File: config.mk
export PLATFORM = sky130hd
export DESIGN_NAME = safe_stop_monitor
export DESIGN_NICKNAME = d
export VERILOG_FILES = /design/src/design/safe_stop_pkg.sv /design/src/design/safe_stop_monitor.sv
export VERILOG_INCLUDE_DIRS = /design/src /design/src/design
export SDC_FILE = /design/constraint.sdc
export NUM_CORES = 1
export LEC_CHECK = 0
export ABC_AREA = 1
export CAP_MARGIN = 20
export CORE_ASPECT_RATIO = 2
export CORE_MARGIN = 8
export CORE_UTILIZATION = 35
export DETAILED_ROUTE_END_ITERATION = 6
export DONT_BUFFER_PORTS = 1
export PLACE_DENSITY = 0.55
export REMOVE_ABC_BUFFERS = 1
export SLEW_MARGIN = 0
export SYNTH_ARGS = -nofsm -noshare
export SYNTH_HDL_FRONTEND = slang
export SYNTH_SLANG_ARGS = --single-unit
export TNS_END_PERCENT = 30
File: constraint.sdc
create_clock -name i_core_clk -period 37.6 [get_ports i_core_clk]
set_input_delay 1.88 -clock i_core_clk [delete_from_list [all_inputs] [get_ports i_core_clk]]
set_output_delay 1.88 -clock i_core_clk [all_outputs]
set_load 0.005 [all_outputs]
File: src/design/safe_stop_defs.svh
// Operation
// [RL1] ramp stop: supervise ramp, then torque off
// [RL2] deviation counter up outside, down inside
// [RL3] deviation beyond window forces torque off
// [RL4] fail-safe only if violation precedes ramp end
// [RL5] tolerances form band around the ramp
// [RL6] faster decel: bound only above and below zero
// [RL7] function type selects ramp, timed or both; code runs ramp alone when both are enabled, and ramp when neither is
// [RL8] timed stop: torque off at stop time
// [RL9] leave stop only on both inputs or bus
// [RL10] stop-then-hold active in status bit 4
// [RL11] ramp hold stop: ramp, then standstill hold
// [RL12] timed hold stop: standstill hold at time
// [RL13] hold: position window, timeout gives torque off
// [RL14] standstill hold active in status bit 5
// [RL15] respond to request within 2 ms
// [RL16] drive itself decelerates along the ramp
// [RL17] stop-then-torque-off active in status bit 3
// [RL18] counter saturates at zero, trips at window
// [RL19] fixed sample tick, reset clears everything; code resets ctrl, rate, win, stime and the input synchronisers to nonzero defaults
`ifndef SAFE_STOP_DEFS_SVH
`define SAFE_STOP_DEFS_SVH
`define A_CTRL 12'h000
`define A_RATE 12'h004
`define A_TOL 12'h008
`define A_WIN 12'h00c
`define A_STIME 12'h010
`define A_POSWIN 12'h014
`define A_STAT 12'h018
`define A_IRQ 12'h01c
`define A_MASK 12'h020
`define A_SPEED 12'h024
`define B_OFF_ACT 3
`define B_HOLD_ACT 4
`define B_SSH_ACT 5
`define B_TORQUE 6
`define B_FAIL 7
`define CLK_HZ 25000000
`define TICK_US 100
`define TICK_CYC ((`CLK_HZ / 1000000) * `TICK_US)
`define RESP_US 2000
`define RESP_CYC ((`CLK_HZ / 1000000) * `RESP_US)
`endif

File: src/design/safe_stop_pkg.sv
package safe_stop_pkg;
    typedef enum logic [5:0] {
        ST_RUN = 6'h01,
        ST_RAMP = 6'h02,
        ST_TIMED = 6'h04,
        ST_TORQUE = 6'h08,
        ST_HOLD = 6'h10,
        ST_FAIL = 6'h20
    } stop_state_t;
    typedef struct packed {
        logic signed [15:0] speed;
        logic signed [31:0] pos;
    } feedback_t;
endpackage

File: src/design/safe_stop_monitor.sv
`timescale 1ns/1ps
`default_nettype none
`include "safe_stop_defs.svh"
module safe_stop_monitor
    import safe_stop_pkg::*;
#(
    parameter int TICK_CYC = `TICK_CYC
) (
    input wire logic i_core_clk,
    input wire logic i_rst_n,
    input wire logic i_req_a_n,
    input wire logic i_req_b_n,
    input wire logic i_bus_stop,
    input wire logic i_bus_valid,
    input wire feedback_t i_fb,
    input wire logic psel,
    input wire logic penable,
    input wire logic pwrite,
    input wire logic [11:0] paddr,
    input wire logic [31:0] pwdata,
    output logic [31:0] prdata,
    output logic pready,
    output logic pslverr,
    output logic o_torque_off_state,
    output logic o_fail_safe_flag,
    output logic o_irq
);
    // ----------------------------------------
    // input synchronisers
    // ----------------------------------------
    logic [1:0] a_s1_q, a_s2_q;
    always_ff @(posedge i_core_clk or negedge i_rst_n) begin
        if (!i_rst_n) begin
            a_s1_q <= 2'h3;
            a_s2_q <= 2'h3;
        end else begin
            a_s1_q <= {i_req_b_n, i_req_a_n};
            a_s2_q <= a_s1_q;
        end
    end
    wire both_energised = &a_s2_q;
    // request: either channel de-energised or bus stop
    logic bus_stop_q;
    always_ff @(posedge i_core_clk or negedge i_rst_n) begin
        if (!i_rst_n) bus_stop_q <= 1'b0;
        else if (i_bus_valid) bus_stop_q <= i_bus_stop;
    end
    wire request = !both_energised || bus_stop_q;
    wire release_ok = both_energised && !bus_stop_q; // [RL9]

    // ----------------------------------------
    // helpers
    // ----------------------------------------
    // magnitude of a signed speed sample
    function automatic logic signed [16:0] abs17(input logic signed [16:0] v);
        return v[16] ? -v : v;
    endfunction
    // torque is removed in both end states
    function automatic logic is_off(input stop_state_t s);
        return (s == ST_TORQUE) || (s == ST_FAIL);
    endfunction

    // ----------------------------------------
    // registers
    // ----------------------------------------
    // ctrl: [0] family hold, [1] ramp en, [2] timed en, [3] faster ok
    logic [3:0] ctrl_q;
    logic [15:0] rate_q, tol_neg_q, tol_pos_q, win_q, poswin_q;
    logic [31:0] stime_q;
    logic [2:0] stat_q, mask_q;
    wire wr = psel && penable && pwrite;
    wire [2:0] w_clr = (wr && paddr == `A_IRQ) ? pwdata[2:0] : 3'h0;
    always_ff @(posedge i_core_clk or negedge i_rst_n) begin
        if (!i_rst_n) begin
            ctrl_q <= 4'h6;
            rate_q <= 16'h0001;
            tol_neg_q <= 16'h0000;
            tol_pos_q <= 16'h0000;
            win_q <= 16'h0001;
            stime_q <= 32'h0000_0001;
            poswin_q <= 16'h0000;
            mask_q <= 3'h0;
        end else if (wr) begin
            if (paddr == `A_CTRL) ctrl_q <= pwdata[3:0];
            if (paddr == `A_RATE) rate_q <= pwdata[15:0];
            if (paddr == `A_TOL) begin
                tol_neg_q <= pwdata[15:0];
                tol_pos_q <= pwdata[31:16];
            end
            if (paddr == `A_WIN) win_q <= pwdata[15:0];
            if (paddr == `A_STIME) stime_q <= pwdata;
            if (paddr == `A_POSWIN) poswin_q <= pwdata[15:0];
            if (paddr == `A_MASK) mask_q <= pwdata[2:0];
        end
    end

    // ----------------------------------------
    // sample tick
    // ----------------------------------------
    logic [15:0] div_q;
    logic tick_q;
    always_ff @(posedge i_core_clk or negedge i_rst_n) begin
        if (!i_rst_n) begin
            div_q <= 16'h0;
            tick_q <= 1'b0;
        end else begin
            tick_q <= (div_q == 16'(TICK_CYC - 1)); // [RL19]
            div_q <= (div_q == 16'(TICK_CYC - 1)) ? 16'h0 : div_q + 16'h1;
        end
    end
    feedback_t fb_q;
    always_ff @(posedge i_core_clk or negedge i_rst_n) begin
        if (!i_rst_n) fb_q <= '0;
        else if (tick_q) fb_q <= i_fb; // [RL19]
    end

    // ----------------------------------------
    // ramp envelope
    // ----------------------------------------
    stop_state_t st_q, st_d;
    logic signed [16:0] ramp_q;
    logic [31:0] tcnt_q;
    logic [15:0] dev_q;
    logic signed [31:0] hold_pos_q;
    logic viol_seen_q;
    wire signed [16:0] spd = 17'(fb_q.speed);
    wire signed [16:0] mag = abs17(spd);
    wire [15:0] rate_nz = (rate_q == 16'h0) ? 16'h1 : rate_q;
    wire signed [16:0] up_lim = ramp_q + $signed({1'b0, tol_pos_q}); // [RL5]
    wire signed [16:0] lo_ramp = ramp_q - $signed({1'b0, tol_neg_q}); // [RL5]
    wire signed [16:0] lo_zero = -$signed({1'b0, tol_neg_q}); // [RL6]
    wire signed [16:0] lo_lim = ctrl_q[3] ? lo_zero : lo_ramp; // [RL6]
    wire out_band = (mag > up_lim) || (mag < lo_lim);
    wire ramp_done = (ramp_q <= 17'sd0);
    // standstill: envelope ended or drive already stopped
    wire standstill = ramp_done || (mag == 17'sd0); // [RL1]
    wire [16:0] ticks_left = 17'(ramp_q / $signed({1'b0, rate_nz}));
    wire signed [32:0] dpos = 33'(fb_q.pos) - 33'(hold_pos_q);
    wire [32:0] apos = dpos[32] ? 33'(-dpos) : 33'(dpos);
    wire pos_out = apos > 33'(poswin_q);
    wire watch = (st_q == ST_RAMP) || (st_q == ST_HOLD);
    wire dev_out = (st_q == ST_RAMP) ? out_band : pos_out;
    wire dev_trip = watch && (dev_q >= win_q); // [RL18]
    wire time_up = (tcnt_q >= stime_q);
    // ramp mode chosen when enabled; timed only if ramp disabled
    wire use_ramp = ctrl_q[1] || !ctrl_q[2]; // [RL7]

    always_comb begin
        st_d = st_q;
        unique case (st_q)
            ST_RUN: if (request) st_d = use_ramp ? ST_RAMP : ST_TIMED;
            ST_RAMP: begin
                if (dev_trip) st_d = viol_seen_q ? ST_TORQUE : ST_FAIL; // [RL3] [RL4]
                else if (standstill && tick_q) st_d = ctrl_q[0] ? ST_HOLD : ST_TORQUE; // [RL1] [RL11]
            end
            ST_TIMED: if (time_up) st_d = ctrl_q[0] ? ST_HOLD : ST_TORQUE; // [RL8] [RL12]
            ST_HOLD: if (dev_trip) st_d = ST_TORQUE; // [RL13]
            ST_TORQUE: ;
            ST_FAIL: ;
            default: st_d = ST_TORQUE;
        endcase
        if (release_ok && st_q != ST_FAIL) st_d = ST_RUN; // [RL9]
    end

    always_ff @(posedge i_core_clk or negedge i_rst_n) begin
        if (!i_rst_n) begin
            st_q <= ST_RUN;
            ramp_q <= 17'sd0;
            tcnt_q <= 32'h0;
            dev_q <= 16'h0;
            hold_pos_q <= 32'sh0;
            viol_seen_q <= 1'b0;
        end else begin
            st_q <= st_d;
            if (st_q == ST_RUN) begin
                ramp_q <= mag;
                tcnt_q <= 32'h0;
                dev_q <= 16'h0;
                viol_seen_q <= 1'b0;
            end else if (tick_q) begin
                tcnt_q <= tcnt_q + 32'h1;
                if (!ramp_done) ramp_q <= ramp_q - $signed({1'b0, rate_q});
                if (watch && dev_out) dev_q <= dev_q + 16'h1; // [RL2]
                else if (dev_q != 16'h0) dev_q <= dev_q - 16'h1; // [RL2] [RL18]
            end
            // too late for fail-safe once window outlasts remaining ramp
            if (st_q == ST_RAMP && tick_q)
                viol_seen_q <= viol_seen_q || ({1'b0, win_q} > ticks_left); // [RL4]
            if (st_d == ST_HOLD && st_q != ST_HOLD) begin
                hold_pos_q <= fb_q.pos;
                dev_q <= 16'h0;
            end
        end
    end

    // ----------------------------------------
    // outputs, status, interrupts
    // ----------------------------------------
    wire off_act = !ctrl_q[0] && st_q != ST_RUN;
    wire hold_act = ctrl_q[0] && (st_q == ST_RAMP || st_q == ST_TIMED || st_q == ST_HOLD);
    wire [7:0] status = {st_q == ST_FAIL, is_off(st_q),
                         st_q == ST_HOLD, hold_act, off_act, 3'h0}; // [RL10] [RL14] [RL17]
    wire [2:0] ev = {st_d == ST_FAIL && st_q != ST_FAIL,
                     is_off(st_d) && !is_off(st_q),
                     request && st_q == ST_RUN};
    always_ff @(posedge i_core_clk or negedge i_rst_n) begin
        if (!i_rst_n) begin
            stat_q <= 3'h0;
            o_torque_off_state <= 1'b0;
            o_fail_safe_flag <= 1'b0;
            o_irq <= 1'b0;
            prdata <= 32'h0;
            pready <= 1'b0;
            pslverr <= 1'b0;
        end else begin
            stat_q <= (stat_q & ~w_clr) | ev;
            o_torque_off_state <= is_off(st_d);
            o_fail_safe_flag <= (st_d == ST_FAIL);
            o_irq <= |(((stat_q & ~w_clr) | ev) & mask_q);
            pready <= psel && !penable;
            pslverr <= psel && !penable && paddr > `A_SPEED;
            unique case (paddr)
                `A_CTRL: prdata <= {28'h0, ctrl_q};
                `A_RATE: prdata <= {16'h0, rate_q};
                `A_TOL: prdata <= {tol_pos_q, tol_neg_q};
                `A_WIN: prdata <= {16'h0, win_q};
                `A_STIME: prdata <= stime_q;
                `A_POSWIN: prdata <= {16'h0, poswin_q};
                `A_STAT: prdata <= {24'h0, status};
                `A_IRQ: prdata <= {29'h0, stat_q};
                `A_MASK: prdata <= {29'h0, mask_q};
                `A_SPEED: prdata <= {16'h0, fb_q.speed};
                default: prdata <= 32'h0;
            endcase
        end
    end

    // ----------------------------------------
    // checks
    // ----------------------------------------
    localparam int RESP = `RESP_CYC;
endmodule // safe_stop_monitor
`default_nettype wire

# Word-level counts from Yosys, hierarchy flattened
# Cells that the tools add are included.
# W data, S select, Z words.
[totals]
register_bits = 333
out_inout_bits = 37
in_bits = 101
word_cells = 158
[classes]
n_mux = 30
reduce_logical = 53
order_cmp = 8
n_bitwise = 4
n_div = 1
add_sub_neg = 11
eq_ne = 23
[op_table]
columns = ["op", "n"]
rows = [
  ["$pmux W32 S10", 1],
  ["$mux W16", 7],
  ["$mux W17", 5],
  ["$mux W32", 2],
  ["$eq A12 B5 Y1 const B", 4],
  ["$mux W6", 7],
  ["$neg A16 Y17", 2],
  ["$sub A17 B17 Y17", 2],
  ["$gt A33 B16 Y1", 1],
  ["$mux W33", 1],
  ["$neg A33 Y33", 1],
  ["$sub A32 B32 Y33", 1],
  ["$add A16 B1 Y16 const B", 2],
  ["$add A32 B1 Y32 const B", 1],
  ["$ge A32 B32 Y1", 1],
  ["$pmux W6 S5", 1],
  ["$eq A12 B4 Y1 const B", 2],
  ["$eq A12 B6 Y1 const B", 2],
  ["$reduce_and A2 Y1", 10],
  ["$add A17 B17 Y17", 1],
  ["$div A17 B17 Y17", 1],
  ["$gt A16 B17 Y1", 1],
  ["$gt A17 B17 Y1", 1],
  ["$le A17 B1 Y1 const B", 1],
  ["34 further kinds", 72],
]

# Depth between registers and ports, before layout
[logic_depth]
ltp_word = 15
mapped_depth = 260
ltp_nobuf = 253

# Least setup slack after synthesis
# OpenSTA, ideal clock, no wires.
[synth_path]
path_kind = "flip-flop to flip-flop"
from = "register rate_q[15]"
to = "register viol_seen_q"
setup_time_ps = 83
arrival_time_ps = 29776
n_path_buf = 10
path_slack_ps = 7741
path_stages_with_launch = 248
t_required_ps = 37517
synth_period_minus_slack_ps = 29859
path_cell_list = "dfrtp_1 -> buf_2 -> nor2_1 -> nand2_1 -> nor2_2 -> inv_1 -> nor2_1 -> a21oi_1 -> ha_1 -> nor2_1 -> nor2_1 -> nand4_1 -> nand2_1 -> nand2_1 -> inv_1 -> ha_1 -> nand3_1 -> nor2_1 -> (+212 left out) -> inv_2 -> ha_1 -> inv_1 -> nor2_2 -> nand4_1 -> nor2_1 -> nand2_1 -> o31ai_2 -> xor2_1 -> ha_1 -> nand2_1 -> o21ai_0 -> a21oi_1 -> o21ai_0 -> a21oi_1 -> a2111oi_0 -> nand2_1 -> o21ai_0"
[synth_between]
elab_chain_cells = 6
[synth_lines]
columns = ["element", "line_no", "text"]
rows = [
  ["from (decl)", "safe_stop_monitor.sv:68", "logic [15:0] rate_q, tol_neg_q, tol_pos_q, win_q, poswin_q;"],
  ["from (signal assigned)", "safe_stop_monitor.sv:85", "if (paddr == `A_RATE) rate_q <= pwdata[15:0];"],
  ["$logic_not A16 Y1", "safe_stop_monitor.sv:128", "wire [15:0] rate_nz = (rate_q == 16'h0) ? 16'h1 : rate_q;"],
  ["$mux W16 *", "safe_stop_monitor.sv:128", ""],
  ["$div A17 B17 Y17 *", "safe_stop_monitor.sv:137", "wire [16:0] ticks_left = 17'(ramp_q / $signed({1'b0, rate_nz}));"],
  ["$gt A16 B17 Y1 *", "safe_stop_monitor.sv:188", "viol_seen_q <= viol_seen_q || ({1'b0, win_q} > ticks_left);"],
  ["$logic_or A1 B1 Y1 *", "safe_stop_monitor.sv:188", ""],
  ["$mux W1 *", "safe_stop_monitor.sv:187", "if (st_q == ST_RAMP && tick_q)"],
  ["to (signal assigned)", "safe_stop_monitor.sv:188", ""],
  ["to (decl)", "safe_stop_monitor.sv:125", "logic viol_seen_q;"],
]
# Mark *: on every way between the ends. The rest lies on a longest branch, timed or not.
# A chain may end at the register's enable or synchronous reset.

# Worst setup path in the final report
# Ends and elaborated chain as after synthesis.

==> impl_metrics.csv <==
group,metric,value,unit
critical_path,required,38120,ps
timing,tightestPinTransition,1200,ps
critical_path,cp-start-kind,"flip-flop",
clocking,cts_buffers,37,
timing,slew_headroom,19.7,%
logic_synthesis,synth.avg_cell_area,7.01,sq um
logic_synthesis,yosysWarnings,0,
routing,vias,28700,
routing,drc,0,
finish,n_antenna_cell,0,
die,rows,153,
finish,multi_input_area,19200,sq um
die,start_util,35.2,%
finish,nNetsFinal,4818,
die,fp.dieW,225,um
min_path,hp-class,"reg2reg",
status,status,"completed",
logic_synthesis,ys_ff_latch,333,
logic_synthesis,yosysTopAreaCell,"dfrtp_1",
die,ios,138,
timing,setup_violations,0,
finish,area_growth,9.64,%
logic_synthesis,synth-seq-area-share,27.4,%
timing,slew_viol_final,0,
logic_synthesis,ys.flop_type,"dfrtp_1",
timing,finalHoldViolCount,0,
finish,final_area,33400,sq um
routing,top_layer,"met5",
finish,drive_above_1_share,5.69,%
critical_path,critical_path_class,"reg2reg",
clocking,max-clock-path-buffers,3,
critical_path,end_kind,"flip-flop",
clocking,cts_sinks,333,
critical_path,reg2reg_to,"viol_seen_q",
place,dp_hpwl,82.1,mm
routing,drtIter0Drc,2016,
global_routing,grt_max_degree,334,
clocking,clock_latency,600,ps
logic_synthesis,ys_types,76,
clocking,holdBufCountCts,0,
critical_path,critPathMaxStageDelay,540,ps
die,core_area,86500,sq um
min_path,whs_endpoint,"a_s2_q[0]",
global_routing,grt_usage,21.0,%
critical_path,reg2reg_from,"rate_q[15]",
critical_path,r2r_slack,3700,ps
logic_synthesis,syn_area,30400,sq um
routing,dr.pass1.iters,6,
routing,wl_per_cell,18.8,um
clocking,cts_tree,"done",
critical_path,slowest_stage,"dfrtp_1",
logic_synthesis,async_reset_ff_share,100,%
job,max_cap_viol_count,0,
place,gp_congestion,0.954,
critical_path,critPathTopFamily,"compound AO/OA/AOI/OAI gates",
logic_synthesis,synth_area_leaders,"dfrtp_1 (27%), ha_1 (15%), nand2_1 (13%)",
timing,skew,35.9,ps
routing,dr_wl_met2,49.2,mm
place,numPortBuffers,0,
timing,max_freq,0.0295,GHz
global_routing,grt_pass1_vias,27300,
clocking,cts_root_buf,"clkbuf_16",
logic_synthesis,synth_top_area_share,26.6,%
min_path,min_from,"a_s1_q[0]",
routing,dr_wl_met3,5.14,mm
critical_path,crit_fanout,19,
timing,post-route-period-util,90.2,%
finish,nFillCells,9279,
routing,vias_per_cell,5.19,
routing,drt-met1-wl,44.8,mm
routing,ant_nets,0,
clocking,path_clk_slew,70,ps
finish,seqCellArea,8350,sq um
clocking,htree_levels,2,
min_path,hold_path_depth,0,
global_routing,grt_pass1_wl,160,mm
routing,wirelength,104,mm
critical_path,cpMostUsedCell,"nand2_1",
logic_synthesis,synth_edf_count,0,
critical_path,path_buf_inv,45,
place,place_area,31800,sq um
global_routing,overflow,0,
die,die_area,97200,sq um
critical_path,cp.arrival,34420,ps
global_routing,antenna_found_initial,2,
timing,fin_crit,33900,ps
die,die_h,433,um
critical_path,worstRegToRegCells,244,
logic_synthesis,syn_inst,4342,
[cells in the mapped netlist, drive strengths merged, types with 57 or more instances]
cell type  instances
nor3              76
dfrtp            323
nor2             313
inv              700
a21oi            252
nand4             57
o21ai            385
nand2           1032
xor2             150
clkbuf            69
ha               367
nand3            198
[layer usage]
layer / vias up / GRT usage, %
met3: 188 / 2.83
met2: 754 / 35.4
met1: 13500 / 26.6
li1: 14300 / -
met5: - / 0
met4: 2 / 9.01
[worst max-delay path by stage]
stage	from	end	slack (ps)	cells after the start
finish	rate_q[15]	viol_seen_q	3700	244
global route	rate_q[15]	viol_seen_q	-30	242
CTS	rate_q[14]	viol_seen_q	410	235
detailed placement	rate_q[14]	viol_seen_q	480	235
global placement	rate_q[14]	viol_seen_q	1560	235
floorplan	rate_q[15]	viol_seen_q	5230	233
[state kept, by name, indices dropped and copies added, names as in the netlist, 2 cells and up]
signal / cells
a_s1_q: 2
a_s2_q: 2
ctrl_q: 4
dev_q: 16
div_q: 16
fb_q: 48
hold_pos_q: 32
mask_q: 3
poswin_q: 16
prdata: 32
ramp_q: 17
rate_q: 16
st_q: 6
stat_q: 3
stime_q: 32
tcnt_q: 32
tol_neg_q: 16
tol_pos_q: 16
win_q: 16
[stage by stage]
step / setup slack [ps] / std cells / util [%] / hold WS [ps] / TNS, ps
after global placement: 1560 / 5445 / 36.7 / 346 / 0
after CTS: 413 / 5514 / 38.2 / 356 / 0
final: 3700 / 5536 / 38.6 / 356 / 0
after global routing: -26.9 / 5536 / 38.6 / 361 / -26.9
after detailed placement: 484 / 5446 / 36.7 / 347 / 0
after floorplan: 5230 / 4252 / - / 345 / 0
[area by class of cell]
cell class / instances / area share (%)
multi-input combinational: 3212 / 57.5
clock inverter: 19 / 0.634
inverter: 707 / 8.02
timing repair buffer: 51 / 1.22
tap: 1162 / 4.36
clock buffer: 49 / 3.15
sequential: 333 / 25.0
timing repair inverter: 3 / 0.0525
[what timing repair did]
action	in CTS	in global routing
setup endpoints to repair	0	1
buffers inserted	0	19
resized for setup	0	38
[cell families after synthesis]
family                     Yosys count  share of synthesized area [%]
muxes                                3                         0.0987
xor gates and xnor gates           193                           5.70
buffers and inverters              798                           10.0
adders and majority gates          372                           15.4
other                                1                         0.0123
AOI/OAI and AO/OA                  868                           16.5
DFF                                333                           27.4
and+or+nand+nor                   1774                           24.9
[cell usage in the layout, fill, tap and decap left out, drive strengths merged, types with 21 or more instances in the layout]
master and count:
buf 51, xnor2 43, nor2 313, o21ai 385, ha 367, nand3 198, o22ai 28, inv 699
nor3 76, nand4 57, clkbuf 49, o21bai 46, nor4 27, nand2 1032, or2 35, xor2 150
dfrtp 323, a221oi 21, a21oi 252
Power is not shown: default switching activity piles up to over one toggle a cycle in this logic, so the estimate is an artifact.
